===== config.mk =====
export PLATFORM = sky130hd
export DESIGN_NAME = sld_driver
export DESIGN_NICKNAME = d
export VERILOG_FILES = /design/src/hw/sld_driver.v /design/src/hw/sld_fifo.v
export VERILOG_INCLUDE_DIRS = /design/src /design/src/hw
export SDC_FILE = /design/constraint.sdc
export NUM_CORES = 1
export LEC_CHECK = 0
export BUFFER_PORTS_ARGS = -buffer_cell sky130_fd_sc_hd__buf_2
export CORE_ASPECT_RATIO = 1.5
export CORE_MARGIN = 2
export CORE_UTILIZATION = 40
export DETAILED_ROUTE_END_ITERATION = 12
export SETUP_SLACK_MARGIN = 0.5
export SLEW_MARGIN = 15
export SYNTH_ARGS = -nofsm -noshare
export SYNTH_HDL_FRONTEND = slang
export SYNTH_HIERARCHICAL = 1
export SYNTH_SLANG_ARGS = --single-unit

===== constraint.sdc =====
create_clock -name core_clk -period 3.9 [get_ports core_clk]
set_input_delay 0.195 -clock core_clk [delete_from_list [all_inputs] [get_ports core_clk]]
set_output_delay 0.195 -clock core_clk [all_outputs]
set_load 0.05 [all_outputs]

===== src/hw/sld_defines.vh =====
`ifndef SLD_DEFINES_VH
`define SLD_DEFINES_VH

// shift register and latch
`define SLD_STAGES 8
`define SLD_SHIFT_RST 8'h00
`define SLD_LATCH_RST 8'h00
`define SLD_OUT_OFF 8'h00

// event word carried through the fifo
`define SLD_EVT_W 3
`define SLD_EVT_SHIFT 2
`define SLD_EVT_DATA 1
`define SLD_EVT_STB 0
`define SLD_FIFO_DEPTH 32

// host timing, ns, and derived cycles at the core clock
`define SLD_CLK_NS 10
`define SLD_T_CLK2STB_NS 300
`define SLD_T_STBW_NS 100
`define SLD_T_PULSE_NS 150
`define SLD_CYC_CLK2STB ((`SLD_T_CLK2STB_NS + `SLD_CLK_NS - 1) / `SLD_CLK_NS)
`define SLD_CYC_STBW ((`SLD_T_STBW_NS + `SLD_CLK_NS - 1) / `SLD_CLK_NS)
`define SLD_CYC_PULSE ((`SLD_T_PULSE_NS + `SLD_CLK_NS - 1) / `SLD_CLK_NS)

`endif


===== src/hw/sld_driver.v =====
// Summary of operation
// rising shift clock captures serial input
// each rising edge moves stages toward serial output
// host sets data before shift clock rises
// strobe high copies all stages into latches
// latches stay transparent while strobe high
// strobe low: latches hold their contents
// enable low: outputs follow latch bits
// enable high: all outputs forced low
// enable never alters shift or latch
// host keeps enable high when strobe tied
// serial output shows last stage after edge
// host waits 300 ns before strobe
// host holds strobe high 100 ns minimum
// host clock and data 150 ns minimum
`timescale 1ns/1ps
`include "sld_defines.vh"
module sld_driver #(
    parameter STAGES = `SLD_STAGES,
    parameter FIFO_DEPTH = `SLD_FIFO_DEPTH
) (
    // clock and reset
    input wire core_clk,
    input wire rstn,
    // serial link from the host
    input wire shiftClk,
    input wire serialIn,
    input wire strobe,
    input wire outEnableN,
    // chaining output
    output reg serialOut_r,
    // driver outputs
    output reg [STAGES-1:0] drvOut_r,
    // flow control and status
    input wire holdUpdate,
    output wire evtReady,
    output reg overflow_r
);
    reg shiftClkPrev_r;
    reg strobePrev_r;
    reg [STAGES-1:0] shift_r;
    reg [STAGES-1:0] latch_r;
    reg [STAGES-1:0] shiftNxt;
    reg [STAGES-1:0] latchNxt;
    wire shiftRise;
    wire strobeChange;
    wire pushValid;
    wire [`SLD_EVT_W-1:0] pushWord;
    wire popValid;
    wire popReady;
    wire [`SLD_EVT_W-1:0] popWord;
    wire popTake;

    // ---------------------------------------------------------------
    // helper functions
    // ---------------------------------------------------------------
    // rising level against the previous sample
    function isRise;
        input level;
        input prevLevel;
        begin
            isRise = level && !prevLevel;
        end
    endfunction

    // any level change against the previous sample
    function isChange;
        input level;
        input prevLevel;
        begin
            isChange = level != prevLevel;
        end
    endfunction

    // one place toward the serial output, new bit into the first stage
    function [STAGES-1:0] shiftIn;
        input [STAGES-1:0] stages;
        input bitIn;
        begin
            shiftIn = {stages[STAGES-2:0], bitIn};
        end
    endfunction

    // all outputs forced off while the enable is inactive
    function [STAGES-1:0] gateDrive;
        input [STAGES-1:0] bits;
        input enableN;
        begin
            if (enableN)
            begin
                gateDrive = `SLD_OUT_OFF;
            end
            else
            begin
                gateDrive = bits;
            end
        end
    endfunction

    // ---------------------------------------------------------------
    // event capture on the link pins
    // ---------------------------------------------------------------
    // shift edge and strobe level travel in one word so their order holds
    assign shiftRise = isRise(shiftClk, shiftClkPrev_r);
    assign strobeChange = isChange(strobe, strobePrev_r);
    assign pushValid = shiftRise || strobeChange;
    assign pushWord = {shiftRise, serialIn, strobe};

    always @(posedge core_clk)
    begin
        if (!rstn)
        begin
            shiftClkPrev_r <= 1'b0;
            strobePrev_r <= 1'b0;
        end
        else
        begin
            shiftClkPrev_r <= shiftClk;
            strobePrev_r <= strobe;
        end
    end

    // ---------------------------------------------------------------
    // overflow flag
    // ---------------------------------------------------------------
    // events arriving while full are lost and flagged
    always @(posedge core_clk)
    begin
        if (!rstn)
        begin
            overflow_r <= 1'b0;
        end
        else if (pushValid && !evtReady)
        begin
            overflow_r <= 1'b1;
        end
    end

    // ---------------------------------------------------------------
    // event fifo
    // ---------------------------------------------------------------
    sld_fifo #(
        .WIDTH(`SLD_EVT_W),
        .DEPTH(FIFO_DEPTH)
    ) sld_fifo_i (
        .core_clk(core_clk),
        .rstn(rstn),
        .inValid(pushValid),
        .inReady(evtReady),
        .inData(pushWord),
        .outValid(popValid),
        .outReady(popReady),
        .outData(popWord)
    );

    // ---------------------------------------------------------------
    // shift register and latch update
    // ---------------------------------------------------------------
    assign popReady = !holdUpdate;
    assign popTake = popValid && popReady;

    always @*
    begin
        shiftNxt = shift_r;
        if (popTake && popWord[`SLD_EVT_SHIFT])
        begin
            shiftNxt = shiftIn(shift_r, popWord[`SLD_EVT_DATA]);
        end
    end

    always @*
    begin
        latchNxt = latch_r;
        if (popTake && popWord[`SLD_EVT_STB])
        begin
            latchNxt = shiftNxt;
        end
    end

    // ---------------------------------------------------------------
    // shift register and chaining output
    // ---------------------------------------------------------------
    always @(posedge core_clk)
    begin
        if (!rstn)
        begin
            shift_r <= `SLD_SHIFT_RST;
            serialOut_r <= 1'b0;
        end
        else
        begin
            shift_r <= shiftNxt;
            serialOut_r <= shiftNxt[STAGES-1];
        end
    end

    // ---------------------------------------------------------------
    // latches
    // ---------------------------------------------------------------
    always @(posedge core_clk)
    begin
        if (!rstn)
        begin
            latch_r <= `SLD_LATCH_RST;
        end
        else
        begin
            latch_r <= latchNxt;
        end
    end

    // ---------------------------------------------------------------
    // driver outputs
    // ---------------------------------------------------------------
    always @(posedge core_clk)
    begin
        if (!rstn)
        begin
            drvOut_r <= `SLD_OUT_OFF;
        end
        else
        begin
            drvOut_r <= gateDrive(latchNxt, outEnableN);
        end
    end
endmodule


===== src/hw/sld_fifo.v =====
`timescale 1ns/1ps
module sld_fifo #(
    parameter WIDTH = 3,
    parameter DEPTH = 32
) (
    // clock and reset
    input wire core_clk,
    input wire rstn,
    // fill side
    input wire inValid,
    output reg inReady,
    input wire [WIDTH-1:0] inData,
    // drain side
    output wire outValid,
    input wire outReady,
    output wire [WIDTH-1:0] outData
);
    localparam AW = (DEPTH > 1) ? $clog2(DEPTH) : 1;

    reg [WIDTH-1:0] mem [0:DEPTH-1];
    reg [AW-1:0] wrPtr_r;
    reg [AW-1:0] rdPtr_r;
    reg [AW:0] count_r;
    wire doPush;
    wire doPop;

    // wrap-around step shared by both pointers
    function [AW-1:0] nextPtr;
        input [AW-1:0] ptr;
        begin
            if (ptr == DEPTH - 1)
            begin
                nextPtr = {AW{1'b0}};
            end
            else
            begin
                nextPtr = ptr + 1'b1;
            end
        end
    endfunction

    assign doPush = inValid && inReady;
    assign doPop = outValid && outReady;
    assign outValid = (count_r != {(AW+1){1'b0}});
    assign outData = mem[rdPtr_r];

    // ---------------------------------------------------------------
    // storage and pointers
    // ---------------------------------------------------------------
    always @(posedge core_clk)
    begin
        if (doPush)
        begin
            mem[wrPtr_r] <= inData;
        end
    end

    always @(posedge core_clk)
    begin
        if (!rstn)
        begin
            wrPtr_r <= {AW{1'b0}};
            rdPtr_r <= {AW{1'b0}};
            count_r <= {(AW+1){1'b0}};
            inReady <= 1'b1;
        end
        else
        begin
            if (doPush)
            begin
                wrPtr_r <= nextPtr(wrPtr_r);
            end
            if (doPop)
            begin
                rdPtr_r <= nextPtr(rdPtr_r);
            end
            if (doPush && !doPop)
            begin
                count_r <= count_r + 1'b1;
                inReady <= (count_r != DEPTH - 1);
            end
            else if (doPop && !doPush)
            begin
                count_r <= count_r - 1'b1;
                inReady <= 1'b1;
            end
        end
    end
endmodule


==> results by group, run 1 <==
Run status
  – Status: complete, no violations

Route
  – DR pass1 iterations: 4
  – Initial DRC count: 141
  – Drt via density: 5.271
  – Drt drc: 0
  – Post-route ant nets: 0
  – Drt wl/cell: 17.75 um
  – DR vias: 3584
  – Routed WL: 12070 um

CTS
  – Clk Latency, worst-skew pair: 0.41 ns
  – CTS Buffer Depth: 2
  – TritonCTS Sinks: 145
  – CTS tree: yes
  – Worst-path clk slew: 0.06 ns
  – Max H-tree Level: 4
  – TritonCTS buffer count: 17
  – Root Buffer: clkbuf_16

Power
  – Power per cell area: 584.6 nW/um^2
  – IR drop worst, VDD: 0.2883 mV
  – Pint: 3.082 mW
  – Clk network pwr share: 0.406
  – Lkg Pwr: 2.506 nW
  – Total power: 4.132 mW
  – Power share of the combinational group: 0.164
  – Sw Pwr: 1.050 mW
  – Sequential power share: 0.430
  – Sw frac: 0.2542

STA
  – Setup tns final: 0 ns
  – Final WS setup: 0.8564 ns
  – RSZ-0062 raised after global routing: no
  – Maximum clock rate: 328.6 MHz
  – Final setup fails: 0
  – Slew Limit Fails: 0
  – Measured slew at the worst slew-check pin: 0.7173 ns
  – Period minus WS final: 3.044 ns
  – Hold_ws: 0.2207 ns
  – Rel. slew slack: 0.5218
  – Setup Skew: 0.006649 ns
  – Final Hold Fails: 0
  – Tcrit/Tclk final: 0.7804

Worst setup path
  – Crit path largest cell delay: 0.53 ns
  – CP Class: primary input to register
  – CP cell instances: dlygate4sd3_1 > buf_2 > nor2b_2 > buf_6 > nand2b_1 > nand2_1 > clkinvlp_4 > ha_2 > inv_1 > ha_1 > o21ai_0 > or3_1 > nand4_1 > mux2i_1
  – Largest fanout on the critical path: 33
  – CP delay by family, top: buffers and inverters
  – CP required: 4.24 ns
  – CP max stage cell: dlygate4sd3_1
  – CP startpoint kind: primary input
  – Worst Path Arrival: 3.38 ns
  – Buffer and inverter count on the worst path: 5
  – Reg-to-reg slack, setup: 0.96 ns
  – Crit. End Element: register

GRT
  – Grt ovf: 0
  – Initial antenna violation count: 0
  – Number of global-route vias before repair: 3649
  – Gr usage total: 0.1545
  – Largest net degree at the start of global routing: 41
  – First-pass GRT wire length: 19490 um

Synth
  – Avg Inst Size Synth: 13.92 um^2
  – Seq cells post-synth: 145
  – Post-synth EDFFs: 96
  – Synth top area share: 0.4666
  – Top_reg_cell synth: edfxtp_1
  – Yosys Warn Count: 6
  – Post-Syn Instances: 444
  – Synthesized area: 6178 um^2
  – Asr flop ratio synth: 0
  – Sequential-to-total area share from yosys stat: 0.6254
  – Post-Syn Nets: 464
  – Top cell type by total area after synthesis: edfxtp_1
  – Dominant cells by area after synthesis: edfxtp_1, dfxtp_1, mux2i_1
  – Synth cell types: 57

Cells and area
  – Area of the multi-input gates: 2155 um^2
  – Share of layout cells above drive strength 1: 0.1746
  – Commonest non-fill, non-tap cell in the layout: edfxtp_1
  – Most frequent cells in the layout: edfxtp_1, dfxtp_1, nor2_1, mux2i_1, nor2b_1
  – Sequential cell area: 3865 um^2
  – Area growth from synthesis to layout: 14.40%
  – FILL cells: 1310
  – Final antenna diode count: 0
  – Final #Nets: 488

Place
  – Gpl congestion: 0.8798
  – Port buffer count: 17
  – Final HPWL DP: 8281 um
  – Dpl ws: 0.8171 ns

Floorplanning
  – Die height: 156.2 um
  – Die ar.: 16480 um^2
  – I/O pin count: 18
  – Die W: 105.5 um
  – Core Region: 15070 um^2
  – Cell Rows: 55
  – Initial core utilization: 0.4100

Job
  – Max cap viols: 0

Min path
  – HP Class: primary input to register
-- metrics by stage --
step	instance area (um^2)	utilization	cells
final	7068	0.4690	680
after global routing	7068	0.4690	680
after CTS	7053	0.4680	680
after detailed placement	6414	0.4256	647
after global placement	6414	0.4256	647
after floorplan	6178	-	444
-- synth_stat cells, types with 2 or more instances --
cell type,number
buf_1,2
mux2_4,8
or3b_2,2
nor4_1,3
and2_1,4
mux2i_1,44
a21o_1,2
nand2b_1,4
nor2_2,2
a21oi_1,9
clkbuf_1,7
a31oi_1,3
nand3_1,11
nand4_1,4
a21boi_0,4
a21boi_1,2
buf_6,6
mux4_2,6
nor3_1,2
and3_1,3
and3b_1,2
dfxtp_1,49
nor2_1,46
a22o_1,6
a22oi_1,6
nand3b_1,5
ha_1,12
a211oi_1,2
inv_1,5
nand2_1,22
xnor2_1,4
or3_1,3
mux4_1,6
edfxtp_1,96
o21ai_0,6
nor2b_1,25
-- state kept, by name, indices dropped and copies added (netlist names), named ones only --
register and cells:
drvOut_r 8, overflow_r 1, shiftClkPrev_r 1, strobePrev_r 1, serialOut_r 1, sld_fifo_i/mem 96
sld_fifo_i/rdPtr_r 5, shift_r 7, latch_r 8, sld_fifo_i/wrPtr_r 5, sld_fifo_i/count_r 6, sld_fifo_i/inReady 1
-- cell type report --
cell class                      instances  share of cell area
Sequential cell                       145              0.5468
Multi-Input combinational cell        274              0.3048
Clock buffer                           23             0.07293
Tap cell                              199             0.03523
Timing Repair Buffer                   24             0.02036
Clock inverter                          9             0.01611
Inverter                                6            0.003717
-- tightest hold or removal path: cells and delay by family --
| kind | cells | cell delay (ns) |
|---|---|---|
| xor gates and xnor gates | 1 | 0.08 |
| buffers and inverters | 1 | 0.11 |
| and+or+nand+nor | 1 | 0.09 |
| AOI/OAI and AO/OA | 1 | 0.11 |
-- cell families after synthesis --
group,share of synthesized area
simple gates,0.1241
flops,0.6254
mux,0.1381
compound gates,0.05164
buf+inv,0.02754
fa+ha+maj,0.02754
xor+xnor,0.005670
-- worst paths after layout --
| check | startpoint | endpoint | cells after the start |
|---|---|---|---|
| worst max-delay path | shiftClk | sld_fifo_i/count_r[5] | 14 |
| worst min-delay path | strobe | overflow_r | 4 |
| worst max register to register | sld_fifo_i/count_r[1] | sld_fifo_i/count_r[5] | 9 |
| worst min register to register | overflow_r | overflow_r | 1 |
-- per-layer routing --
layer | up-vias | global-route usage | share of wire
li1 | 1704 | - | -
met4 | 0 | 0.06159 | 0.025
met5 | - | 0 | 0
met3 | 18 | 0.03040 | 0.020
met2 | 57 | 0.2851 | 0.55
met1 | 1805 | 0.1732 | 0.40
-- power groups by stage --
stage / registers (mW) / clock network, mW / logic [mW]
2_1_floorplan: 1.78 / 0 / 0.568
3_3_place_gp: 1.81 / 0 / 0.643
3_5_place_dp: 1.81 / 0 / 0.660
4_1_cts: 1.78 / 1.71 / 0.665
5_1_grt: 1.79 / 1.78 / 0.748
6_report: 1.78 / 1.68 / 0.677
-- timing repair --
item | 4_1_cts | 5_1_grt
resized for setup | 0 | 4
hold buffers | 1 | 0
setup buffers | 0 | 0
setup endpoints to repair | 0 | 2
endpoints found under the hold margin | 1 | 0
No activity file was read; power rests on OpenSTA's default activity.
==> run 2: changes to the inputs <==
==> constraint.sdc (replaced) <==
create_clock -name core_clk -period 2.7 [get_ports core_clk]
set_input_delay 0.135 -clock core_clk [delete_from_list [all_inputs] [get_ports core_clk]]
set_output_delay 0.135 -clock core_clk [all_outputs]
set_load 0.05 [all_outputs]
==> results by group, run 2 (same netlist as run 1, synthesis figures left out) <==
STA
  – Final Hold Fails: 0
  – Hold_ws: 0.1673 ns
  – Period minus WS final: 2.377 ns
  – Slew Limit Fails: 0
  – RSZ-0062 raised after global routing: yes
  – Measured slew at the worst slew-check pin: 0.6065 ns
  – Rel. slew slack: 0.5957
  – Tcrit/Tclk final: 0.8803
  – Setup Skew: 0.01003 ns
  – Maximum clock rate: 420.7 MHz
  – Final setup fails: 0
  – Setup tns final: 0 ns

Worst setup path
  – CP startpoint kind: register
  – Crit. End Element: register
  – R2R cell count: 10
  – Critical R2R Capture: latch_r[0]
  – Largest fanout on the critical path: 7
  – Reg-to-reg slack, setup: 0.32 ns
  – CP Class: register to register
  – Worst Path Arrival: 2.69 ns
  – CP required: 3.01 ns

Floorplanning
  – Initial core utilization: 0.4100
  – Die height: 156.2 um
  – Core Region: 15070 um^2
  – Die W: 105.5 um
  – I/O pin count: 18
  – Cell Rows: 55
  – Die ar.: 16480 um^2

Cells and area
  – Commonest non-fill, non-tap cell in the layout: edfxtp_1
  – Final #Nets: 507
  – Final antenna diode count: 0
  – Most frequent cells in the layout: edfxtp_1, nor2_1, dfxtp_1, mux2i_1, nor2b_1
  – Largest register FFs: 96
  – Final instance area: 7481 um^2
  – Largest regs: sld_fifo_i/mem x96, drvOut_r x8, latch_r x8
  – Share of layout cells above drive strength 1: 0.2720
  – Final Util: 0.4964
  – Largest reg by FF count: sld_fifo_i/mem
  – Area growth from synthesis to layout: 21.08%
  – Fin cells: 699

Route
  – Post-route ant nets: 0
  – Drt via density: 5.199
  – Initial DRC count: 166
  – Drt drc: 0
  – Routed WL: 12230 um
  – DR pass1 iterations: 4
  – Drt wl/cell: 17.50 um
  – DR vias: 3634

Min path
  – Hold depth: 2
  – Hold EP: sld_fifo_i/inReady
  – Hold wc startpoint: rstn
  – HP Class: primary input to register

GRT
  – First-pass GRT wire length: 19420 um
  – Gr usage total: 0.1561
  – Number of global-route vias before repair: 3675
  – Grt ovf: 0
  – Initial antenna violation count: 0
  – Largest net degree at the start of global routing: 41

Power
  – IR drop worst, VDD: 0.3294 mV
  – Lkg Pwr: 2.638 nW
  – Power per cell area: 847.8 nW/um^2

Place
  – Final HPWL DP: 8003 um
  – Port buffer count: 17
  – Placed instance count: 649
  – Gpl congestion: 0.8024
  – Placed cell area: 6551 um^2

Job
  – Max cap viols: 0

CTS
  – TritonCTS buffer count: 17
  – Max H-tree Level: 4
  – Clk Latency, worst-skew pair: 0.42 ns
  – Root Buffer: clkbuf_16
  – TritonCTS Sinks: 145
  – Worst-path clk slew: 0.06 ns
  – CTS tree: yes
  – CTS Buffer Depth: 2

Run status
  – Status: complete, no violations
run 2: report_power, final:
group / leakage, nW / internal [mW] / switching (mW)
registers: 1.27 / 2.46 / 0.102
clock network: 0.311 / 1.48 / 0.933
logic: 1.06 / 0.716 / 0.652
run 2: worst max-delay path: stages, from the launching register on:
cell,delay [ns]
dfxtp_2,0.34
buf_12,0.13
buf_8,0.12
mux4_2,0.51
a22o_1,0.21
nor2_2,0.11
nand3_2,0.14
buf_6,0.17
mux2_4,0.29
mux2i_1,0.18
nor2b_1,0.07
run 2: metrics by stage:
stage | power [mW] | setup WS (ns)
floorplan | 3.500 | 0.3567
global placement | 3.703 | 0.2000
detailed placement | 3.728 | 0.1169
CTS | 6.225 | 0.3311
global route | 6.604 | 0.2533
finish | 6.342 | 0.3231
run 2: repair_timing:
item | 4_1_cts | 5_1_grt
cloned | 1 | 0
hold buffers | 1 | 0
endpoints found under the hold margin | 1 | 0
gates resized for setup | 16 | 25
setup buffers | 7 | 9
endpoints found under the setup margin | 29 | 27
pin swaps | 4 | 16
run 2: how the worst max path moves through the flow:
stage	start	to	cells after the start
finish	register	latch_r[0]	10
global route	register	shift_r[3]	11
CTS	register	drvOut_r[6]	10
detailed placement	sld_fifo_i/count_r[1]	sld_fifo_i/count_r[5]	9
global placement	register	latch_r[7]	9
floorplan	shiftClkPrev_r	sld_fifo_i/count_r[4]	11
run 2: layout make-up:
class	count	area, um^2
fillers	1287	7590
flip-flops and latches	145	3877
multi-input cells	274	2340
clock buffers	22	516.7
repair buffers	43	351.6
well taps	199	249.0
clock inverters	10	108.9
inverters	6	37.54
run 2: routing by layer:
layer / vias to the layer above / GRT usage / share of wire
met5: - / 0 / 0
li1: 1742 / - / -
met1: 1818 / 0.1793 / 0.42
met4: 0 / 0.07556 / 0.022
met2: 53 / 0.2743 / 0.54
met3: 21 / 0.03415 / 0.026
